$ cat src/core/srpcr_params.svh
// register offsets, field positions and reset values of the receiver phy configuration bank
`ifndef SRPCR_PARAMS_SVH
`define SRPCR_PARAMS_SVH

`define SRPCR_ADDR_W 12
`define SRPCR_DATA_W 8

`define SRPCR_OFS_MASTER_PD 12'h200
`define SRPCR_OFS_LANE_PD 12'h201
`define SRPCR_OFS_MISC_PD 12'h203
`define SRPCR_OFS_RECOVERY_RESET 12'h206
`define SRPCR_OFS_OPER_MODE 12'h230
`define SRPCR_OFS_EQ_LANES_0_1 12'h250

`define SRPCR_RST_MASTER_PD 1'h1
`define SRPCR_RST_LANE_PD 8'h00
`define SRPCR_RST_MISC_PD 2'h0
`define SRPCR_RST_RECOVERY_RESET 1'h1
`define SRPCR_RST_OPER_MODE 8'h60
`define SRPCR_RST_EQ_LANES_0_1 8'h88

`define SRPCR_BIT_MASTER_PD 0
`define SRPCR_BIT_SYNC_PD 1
`define SRPCR_BIT_RECOVERY_RUN 0
`define SRPCR_BIT_HALF_RATE 5
`define SRPCR_POS_DIV_LO 1
`define SRPCR_POS_DIV_HI 2
`define SRPCR_POS_EQ0_LO 0
`define SRPCR_POS_EQ0_HI 3
`define SRPCR_POS_EQ1_LO 4
`define SRPCR_POS_EQ1_HI 7

`define SRPCR_EQ_CODE_MANUAL 4'h0

`endif

$ cat src/core/srpcr_pkg.sv
// types shared by the receiver phy configuration bank
package srpcr_pkg;
  typedef logic [11:0] srpcr_addr_type;
  typedef logic [7:0] srpcr_byte_type;
  typedef logic [3:0] srpcr_eq_code_type;
  typedef enum logic {SRPCR_EQ_MANUAL, SRPCR_EQ_BOOST} srpcr_eq_mode_type;
endpackage : srpcr_pkg

$ cat src/core/srpcr_eq_if.sv
// equalizer code and decoded setting for one lane
`timescale 1ns/1ns
interface srpcr_eq_if;
  import srpcr_pkg::*;
  srpcr_eq_code_type code;
  srpcr_eq_mode_type mode;
  srpcr_eq_code_type boost;
  modport ctrl (output code, input mode, input boost);
  modport dec (input code, output mode, output boost);
endinterface : srpcr_eq_if

$ cat src/core/srpcr_eq_decode.sv
// per-lane equalizer code decode into manual mode or boost level
`timescale 1ns/1ns
`include "srpcr_params.svh"
module srpcr_eq_decode
  import srpcr_pkg::*;
(
  // clock and reset for checks
  input wire logic i_mclk,
  input wire logic i_reset,
  // code in, setting out
  srpcr_eq_if.dec eq
);

  always_comb begin
    if (eq.code == `SRPCR_EQ_CODE_MANUAL) begin
      eq.mode = SRPCR_EQ_MANUAL;
      eq.boost = `SRPCR_EQ_CODE_MANUAL;
    end else begin
      eq.mode = SRPCR_EQ_BOOST;
      eq.boost = eq.code;
    end
  end

  property p_boost_level;
    @(posedge i_mclk) disable iff (i_reset)
    (eq.code != 4'h0) |-> (eq.mode == SRPCR_EQ_BOOST) && (eq.boost == eq.code);
  endproperty
  a_boost_level: assert property (p_boost_level) else $error("boost level differs from code");

  property p_manual;
    @(posedge i_mclk) disable iff (i_reset)
    (eq.code == 4'h0) |-> (eq.mode == SRPCR_EQ_MANUAL);
  endproperty
  a_manual: assert property (p_manual) else $error("zero code not manual");

endmodule : srpcr_eq_decode

$ cat src/core/srpcr_regs.sv
// receiver phy configuration register bank with lane control outputs
`timescale 1ns/1ns
`include "srpcr_params.svh"
module srpcr_regs
  import srpcr_pkg::*;
(
  // clock and reset
  input wire logic i_mclk,
  input wire logic i_reset,
  // register access from the configuration port
  input wire logic [11:0] i_reg_addr,
  input wire logic i_reg_wr,
  input wire logic [7:0] i_reg_wdata,
  input wire logic i_reg_rd,
  output logic [7:0] o_reg_rdata,
  output logic o_reg_rvalid,
  // power controls
  output logic [7:0] o_lane_power_down,
  output logic o_bias_power_down,
  output logic o_sync_buffer_power_down,
  // recovery controls
  output logic o_recovery_reset_n,
  output logic o_half_rate_enable,
  output logic [1:0] o_division_rate,
  // equalizer settings
  output logic o_lane0_manual,
  output logic [3:0] o_lane0_boost,
  output logic o_lane1_manual,
  output logic [3:0] o_lane1_boost
);

  logic receiver_master_power_down;
  srpcr_byte_type lane_power_down_override;
  logic [1:0] misc_power_down;
  logic recovery_reset_n;
  srpcr_byte_type recovery_operating_mode;
  srpcr_byte_type equalizer_lanes_0_1;

  logic next_master;
  srpcr_byte_type next_lane;
  logic [1:0] next_misc;
  logic next_recovery;
  srpcr_byte_type next_mode;
  srpcr_byte_type next_eq;
  srpcr_byte_type next_rdata;
  logic next_rvalid;

  srpcr_eq_if eq0 ();
  srpcr_eq_if eq1 ();

  assign eq0.code = equalizer_lanes_0_1[`SRPCR_POS_EQ0_HI:`SRPCR_POS_EQ0_LO];
  assign eq1.code = equalizer_lanes_0_1[`SRPCR_POS_EQ1_HI:`SRPCR_POS_EQ1_LO];

  srpcr_eq_decode u_eq0 (
    .i_mclk(i_mclk),
    .i_reset(i_reset),
    .eq(eq0.dec)
  );

  srpcr_eq_decode u_eq1 (
    .i_mclk(i_mclk),
    .i_reset(i_reset),
    .eq(eq1.dec)
  );

  // register writes
  always_comb begin
    next_master = receiver_master_power_down;
    next_lane = lane_power_down_override;
    next_misc = misc_power_down;
    next_recovery = recovery_reset_n;
    next_mode = recovery_operating_mode;
    next_eq = equalizer_lanes_0_1;
    if (i_reg_wr) begin
      case (i_reg_addr)
        `SRPCR_OFS_MASTER_PD: begin
          next_master = i_reg_wdata[`SRPCR_BIT_MASTER_PD];
        end
        `SRPCR_OFS_LANE_PD: begin
          next_lane = i_reg_wdata;
        end
        `SRPCR_OFS_MISC_PD: begin
          next_misc = i_reg_wdata[1:0];
        end
        `SRPCR_OFS_RECOVERY_RESET: begin
          next_recovery = i_reg_wdata[`SRPCR_BIT_RECOVERY_RUN];
        end
        `SRPCR_OFS_OPER_MODE: begin
          next_mode = i_reg_wdata;
        end
        `SRPCR_OFS_EQ_LANES_0_1: begin
          next_eq = i_reg_wdata;
        end
        default: begin
          next_master = receiver_master_power_down;
        end
      endcase
    end
  end

  // register reads, unmapped and reserved bits read zero
  always_comb begin
    next_rdata = 8'h00;
    next_rvalid = i_reg_rd;
    if (i_reg_rd) begin
      case (i_reg_addr)
        `SRPCR_OFS_MASTER_PD: next_rdata = {7'h00, receiver_master_power_down};
        `SRPCR_OFS_LANE_PD: next_rdata = lane_power_down_override;
        `SRPCR_OFS_MISC_PD: next_rdata = {6'h00, misc_power_down};
        `SRPCR_OFS_RECOVERY_RESET: next_rdata = {7'h00, recovery_reset_n};
        `SRPCR_OFS_OPER_MODE: next_rdata = recovery_operating_mode;
        `SRPCR_OFS_EQ_LANES_0_1: next_rdata = equalizer_lanes_0_1;
        default: next_rdata = 8'h00;
      endcase
    end
  end

  always_ff @(posedge i_mclk) begin
    if (i_reset) begin
      receiver_master_power_down <= `SRPCR_RST_MASTER_PD;
      lane_power_down_override <= `SRPCR_RST_LANE_PD;
      misc_power_down <= `SRPCR_RST_MISC_PD;
      recovery_reset_n <= `SRPCR_RST_RECOVERY_RESET;
      recovery_operating_mode <= `SRPCR_RST_OPER_MODE;
      equalizer_lanes_0_1 <= `SRPCR_RST_EQ_LANES_0_1;
      o_reg_rdata <= 8'h00;
      o_reg_rvalid <= 1'b0;
    end else begin
      receiver_master_power_down <= next_master;
      lane_power_down_override <= next_lane;
      misc_power_down <= next_misc;
      recovery_reset_n <= next_recovery;
      recovery_operating_mode <= next_mode;
      equalizer_lanes_0_1 <= next_eq;
      o_reg_rdata <= next_rdata;
      o_reg_rvalid <= next_rvalid;
    end
  end

  // lane controls registered from next state, so they track the registers
  always_ff @(posedge i_mclk) begin
    if (i_reset) begin
      o_lane_power_down <= 8'hFF;
      o_bias_power_down <= 1'b1;
      o_sync_buffer_power_down <= 1'b0;
      o_recovery_reset_n <= 1'b1;
      o_half_rate_enable <= 1'b1;
      o_division_rate <= 2'h0;
    end else begin
      o_lane_power_down <= next_lane | {8{next_master}};
      o_bias_power_down <= next_master;
      o_sync_buffer_power_down <= next_misc[`SRPCR_BIT_SYNC_PD];
      o_recovery_reset_n <= next_recovery;
      o_half_rate_enable <= next_mode[`SRPCR_BIT_HALF_RATE];
      o_division_rate <= next_mode[`SRPCR_POS_DIV_HI:`SRPCR_POS_DIV_LO];
    end
  end

  // decoded equalizer settings, one cycle behind the register
  always_ff @(posedge i_mclk) begin
    if (i_reset) begin
      o_lane0_manual <= 1'b0;
      o_lane0_boost <= 4'h8;
      o_lane1_manual <= 1'b0;
      o_lane1_boost <= 4'h8;
    end else begin
      o_lane0_manual <= (eq0.mode == SRPCR_EQ_MANUAL);
      o_lane0_boost <= eq0.boost;
      o_lane1_manual <= (eq1.mode == SRPCR_EQ_MANUAL);
      o_lane1_boost <= eq1.boost;
    end
  end

  property p_lane_write;
    @(posedge i_mclk) disable iff (i_reset)
    (i_reg_wr && i_reg_addr == 12'h201 && !receiver_master_power_down)
      |=> o_lane_power_down == $past(i_reg_wdata);
  endproperty
  a_lane_write: assert property (p_lane_write) else $error("lane power down not per bit");

  property p_lane_reset;
    @(posedge i_mclk)
    $fell(i_reset) |-> (lane_power_down_override == 8'h00) && receiver_master_power_down;
  endproperty
  a_lane_reset: assert property (p_lane_reset) else $error("power down reset values wrong");

  property p_master_all;
    @(posedge i_mclk) disable iff (i_reset)
    (i_reg_wr && i_reg_addr == 12'h200 && i_reg_wdata[0])
      |=> (o_lane_power_down == 8'hFF) && o_bias_power_down;
  endproperty
  a_master_all: assert property (p_master_all) else $error("master did not power down all");

  property p_sync_pd;
    @(posedge i_mclk) disable iff (i_reset)
    (i_reg_wr && i_reg_addr == 12'h203) |=> o_sync_buffer_power_down == $past(i_reg_wdata[1]);
  endproperty
  a_sync_pd: assert property (p_sync_pd) else $error("sync buffer power down wrong");

  property p_recovery;
    @(posedge i_mclk) disable iff (i_reset)
    (i_reg_wr && i_reg_addr == 12'h206 && !i_reg_wdata[0]) ##1 !i_reg_wr [*2] |=> !o_recovery_reset_n;
  endproperty
  a_recovery: assert property (p_recovery) else $error("recovery logic not held in reset");

  property p_mode_fields;
    @(posedge i_mclk) disable iff (i_reset)
    (i_reg_wr && i_reg_addr == 12'h230)
      |=> (o_half_rate_enable == $past(i_reg_wdata[5])) && (o_division_rate == $past(i_reg_wdata[2:1]));
  endproperty
  a_mode_fields: assert property (p_mode_fields) else $error("mode fields not applied");

  property p_eq_reset;
    @(posedge i_mclk)
    $fell(i_reset) |-> (equalizer_lanes_0_1 == 8'h88) ##1 (o_lane1_boost == 4'h8) && !o_lane0_manual;
  endproperty
  a_eq_reset: assert property (p_eq_reset) else $error("equalizer reset wrong");

  property p_eq_boost;
    @(posedge i_mclk) disable iff (i_reset)
    (i_reg_wr && i_reg_addr == 12'h250 && i_reg_wdata[7:4] != 4'h0)
      |=> ##1 (o_lane1_boost == $past(i_reg_wdata[7:4], 2)) && !o_lane1_manual;
  endproperty
  a_eq_boost: assert property (p_eq_boost) else $error("lane 1 boost wrong");

  property p_read_eq;
    @(posedge i_mclk) disable iff (i_reset)
    (i_reg_rd && i_reg_addr == 12'h250) |=> o_reg_rvalid && (o_reg_rdata == $past(equalizer_lanes_0_1));
  endproperty
  a_read_eq: assert property (p_read_eq) else $error("equalizer readback wrong");

endmodule : srpcr_regs

$ cat config.mk
export PLATFORM = sky130hd
export DESIGN_NAME = srpcr_regs
export DESIGN_NICKNAME = d
export VERILOG_FILES = /design/src/core/srpcr_pkg.sv /design/src/core/srpcr_eq_if.sv /design/src/core/srpcr_eq_decode.sv /design/src/core/srpcr_regs.sv
export VERILOG_INCLUDE_DIRS = /design/src /design/src/core
export SDC_FILE = /design/constraint.sdc
export NUM_CORES = 1
export LEC_CHECK = 0
export ABC_AREA = 1
export BUFFER_PORTS_ARGS = -buffer_cell sky130_fd_sc_hd__buf_2
export CORE_MARGIN = 2
export CORE_UTILIZATION = 52
export DETAILED_ROUTE_END_ITERATION = 7
export GPL_TIMING_DRIVEN = 0
export PLACE_DENSITY_LB_ADDON = 0.15
export RECOVER_POWER = 100
export SYNTH_ARGS = -nofsm -noshare
export SYNTH_HDL_FRONTEND = slang
export SYNTH_SLANG_ARGS = --single-unit
$ cat constraint.sdc
create_clock -name i_mclk -period 1.55 [get_ports i_mclk]
set_input_delay 0.31 -clock i_mclk [delete_from_list [all_inputs] [get_ports i_mclk]]
set_output_delay 0.31 -clock i_mclk [all_outputs]
set_load 0.02 [all_outputs]
[Yosys cells after proc, flatten, opt, wreduce, memory -nomap -nowiden]
Cells that the tools add are included.
Storage, ports and cells
  bits of input ports: 24
  flip-flop bits (word level): 58
  output and inout bits: 33
Cells by class
  bitwise logic cells: 2
  reductions and logical operators: 9
  equality and inequality tests: 6
  muxes and demuxes: 9
Operators with widths (count)
  == test 12 x 10 -> 1 bit (second input constant): 6
  one-hot mux 8 bit (6 select lines): 1
  2-to-1 mux 8 bit: 2
  2-to-1 mux 6 bit: 2
  zero test 4 bit: 2
  2-to-1 mux 4 bit: 2
  OR 8 bit: 1
  AND reduction 2 bit: 4
  OR reduction 2 bit: 3
  2-to-1 mux 1 bit: 2
  NOT 1 bit: 1

[Depth between registers and ports, before layout]
  depth in word-level cells: 4
  depth in mapped cells: 11

[Modules after synthesis]
From an unflattened synthesis, not the netlist that was laid out.
Second synthesis, totals
  cells, all modules: 319
  area total of the unflattened synthesis: 2298.5 µm²
Modules (own cells, without submodules)
  srpcr_regs: times used 1, area each 2245.9 µm², cells an instance 305
  srpcr_eq_decode: times used 2, area each 26.3 µm², cells an instance 7

[Worst setup path before layout]
No wires, ideal clock.
  path kind: input to register
  start point: input i_reg_addr[9]
  end point: register o_lane_power_down[0]
  path slack: 232 ps
  library setup time: 117 ps
  path buffers: 1
  stages: 8
  data required time: 1433 ps
  arrival time: 1201 ps
  cells stage by stage: inv_1 > nor2_1 > nand2_2 > nor2_8 > nand3_4 > buf_6 > o211ai_2 > nand2_1
Between the ends
  longest elaborated chain between the ends: 4
Ends and longest elaborated chain
  start, declared: line srpcr_regs.sv:11  | input wire logic [11:0] i_reg_addr,
  == test 12 x 10 -> 1 bit: line srpcr_regs.sv:75  | case (i_reg_addr)
  2-to-1 mux 8 bit or 2-to-1 mux 1 bit (tied branches): line srpcr_regs.sv:75
  2-to-1 mux 8 bit or 2-to-1 mux 1 bit (tied branches): line srpcr_regs.sv:74  | if (i_reg_wr) begin
  OR 8 bit (*): line srpcr_regs.sv:150  | o_lane_power_down <= next_lane | {8{next_master}};
  end signal, assigned: line srpcr_regs.sv:150
  end, declared: line srpcr_regs.sv:18  | output logic [7:0] o_lane_power_down,
Mark *: on every way between the ends. The rest lies on a longest branch, timed or not.
A chain may end at the register's enable or synchronous reset.

[Final worst setup path]
  start point: input i_reg_addr[5]
  end point: register o_lane_power_down[0]
Same word-level chain as after synthesis.

==> impl_metrics.json <==
{
  "synth_cell_types": 27,
  "drt_first_iter_violations": 133,
  "synthesis.area_um2": 2280,
  "grt_util_met1_pct": 28.5,
  "synth_common_cells": "nor2_1, dfxtp_1, nand2_1",
  "antenna_found_initial": 0,
  "gp_congestion": 0.850,
  "grt_max_degree": 18,
  "grt_use_met2_pct": 33.4,
  "hold_viol": 0,
  "clock_latency_ps": 300,
  "async_flop_share_pct": 0,
  "p_per_area_nw_per_um2": 887,
  "cts_setup_buffers": 0,
  "num_rows": 24,
  "ant_nets": 0,
  "dp_hpwl_mm": 3.68,
  "final_net_count": 383,
  "cp_data_arrival_time_ps": 1530,
  "critical_path_class": "in -> reg",
  "yosys-top-cells-area": "dfxtp_1, nor2_1, nand2_1, inv_1, o211ai_2",
  "port_buffers": 55,
  "grtUsageTotal_pct": 21.0,
  "die_h_um": 70.2,
  "use_met3_pct": 4.47,
  "startpoint": "i_reg_addr[5]",
  "syn_nets": 321,
  "io_pins": 57,
  "cts_buffers": 5,
  "wl_mm": 4.79,
  "max_freq_mhz": 748,
  "yosysWarnings": 0,
  "drc_errors": 0,
  "grt_pass1_vias": 1734,
  "synth_largest_area_cell": "dfxtp_1",
  "grt_setup_unrepaired": "no",
  "area_growth_pct": 15.4,
  "fin_crit_sh_pct": 86.2,
  "cts.sinks": 55,
  "r2r-start": "equalizer_lanes_0_1[3]",
  "start_util_pct": 53.1,
  "htree_levels": 2,
  "holdBufCountCts": 0,
  "setup_viol": 0,
  "clock_path_buffers": 2,
  "hold_class": "in -> reg",
  "synth_seq_cells": 55,
  "final.fill_count": 436,
  "worst_pin_slew_ps": 388,
  "yosysMostFrequentCell": "nor2_1",
  "skew_ps": 5.46,
  "die-area_um2": 4930,
  "diodes": 0,
  "wl_per_cell_um": 11.6,
  "status": "completed",
  "hp-start": "i_reg_rd",
  "synth_top_area_share_pct": 48.3,
  "drive_gt1_share_pct": 16.4,
  "drv_slew": 0,
  "postSynthAreaPerCell_um2": 7.67,
  "viasPerCell": 4.76,
  "cts_tree": "built",
  "dieWidth_um": 70.2,
  "cp-start-kind": "primary input",
  "firstDrtPassIters": 4,
  "ys.flop_type": "dfxtp_1",
  "p_leak_uw": 0.00125,
  "min_period_ps": 1340,
  "slew_headroom_pct": 74.0,
  "regArea_um2": 1100,
  "top_usage_layer": "met2",
  "multi_input_area_um2": 896,
  "clkTransAtPathRegs_ps": 90,
  "worstPathMaxFanout": 8,
  "synth_cells": 297,
  "grt_overflow": 0,
  "total_power_uw": 2330,
  "synth_edf_count": 0,
  "grt_first_pass_wirelength_mm": 8.07,
  "cp-end-kind": "flop",
  "final_util_pct": 61.2,
  "vias": 1960,
  "drv_cap": 0,
  "ys_seq_area_share_pct": 48.3,
  "cp.required_ps": 1750,
  "irDropWorstVdd_mv": 0.623,
  "core_area_um2": 4290,
  "cts.repair.resized": 0,
  "root_buffer": "clkbuf_8"
}
## final cells by class
type	instances	share of cell area (%)
clock inverter	2	0.619
tap	52	2.48
inverter	44	6.38
buffer	9	2.62
clock buffer	6	3.14
timing repair buffer	55	8.81
multi-input combinational	189	34.1
sequential	55	41.9
## cells in the final DEF, fill, tap and decap left out, types with 3 or more instances in the layout
master / Yosys / layout
o21ai_0: 9 / 15
nor2_1: 70 / 72
clkbuf_8: 0 / 6
nand2_2: 6 / 5
buf_4: 5 / 5
o211ai_1: 2 / 5
dfxtp_1: 55 / 55
inv_2: 5 / 5
inv_1: 37 / 37
buf_2: 1 / 21
clkbuf_1: 0 / 36
nand3_1: 14 / 14
o211ai_2: 6 / 3
nor3_1: 5 / 6
nand4_1: 3 / 3
nand2_1: 51 / 53
## layer usage
layer / up-vias / wire, µm
li1: 1039 / -
met1: 856 / 2280
met2: 58 / 2130
met3: 7 / 320
met4: 0 / 63
met5: - / 0
## stage by stage
stage	area [µm²]	TNS [ps]	cells	hold slack [ps]	worst slack, ps
final	2630	0	412	254	213
after detailed placement	2620	-117	404	438	-17.6
after floorplan	2280	0	297	382	232
after CTS	2720	0	412	248	268
after global placement	2620	-0.613	404	434	-0.613
after global routing	2630	0	412	247	82.0
## state kept, by name, summed over array words and instances (netlist names)
register	cells
equalizer_lanes_0_1	8
lane_power_down_override	8
o_lane_power_down	8
o_reg_rdata	8
recovery_operating_mode	8
o_lane0_boost	4
o_lane1_boost	4
misc_power_down	2
o_bias_power_down	1
o_lane0_manual	1
o_lane1_manual	1
o_recovery_reset_n	1
o_reg_rvalid	1
## report_power, final
group	switching, µW	leakage (µW)	internal, µW
combinational	72.9	0.000757	35.3
clock	446	0.0000474	365
sequential	0.365	0.000444	1410
total	519	0.00125	1810
## final timing paths
path / endpoint / slack [ps] / depth (start not counted)
hold reg to reg: misc_power_down[0] / 460 / 2
setup reg to reg: o_reg_rdata[3] / 700 / 4
setup / recovery: o_lane_power_down[0] / 210 / 9
hold / removal: o_reg_rvalid / 250 / 3
## worst max-delay path, cell delays in order
cell and delay, ps:
clkbuf_1 100, nor2_1 120, nand2_1 150, nor3_1 400, nand2_1 90, nand2_1 70
nand3_1 90, inv_2 130, nand2_1 70
## cell families (layout without fill, tap and decap cells)
| logic type | after synthesis | after routing | synth area share [%] |
|---|---|---|---|
| AOI/OAI and AO/OA | 28 | 28 | 8.51 |
| and+or+nand+nor | 161 | 161 | 32.8 |
| buffers and inverters | 53 | 116 | 10.4 |
| DFF | 55 | 55 | 48.3 |
Power figures use the tool's default switching activity.
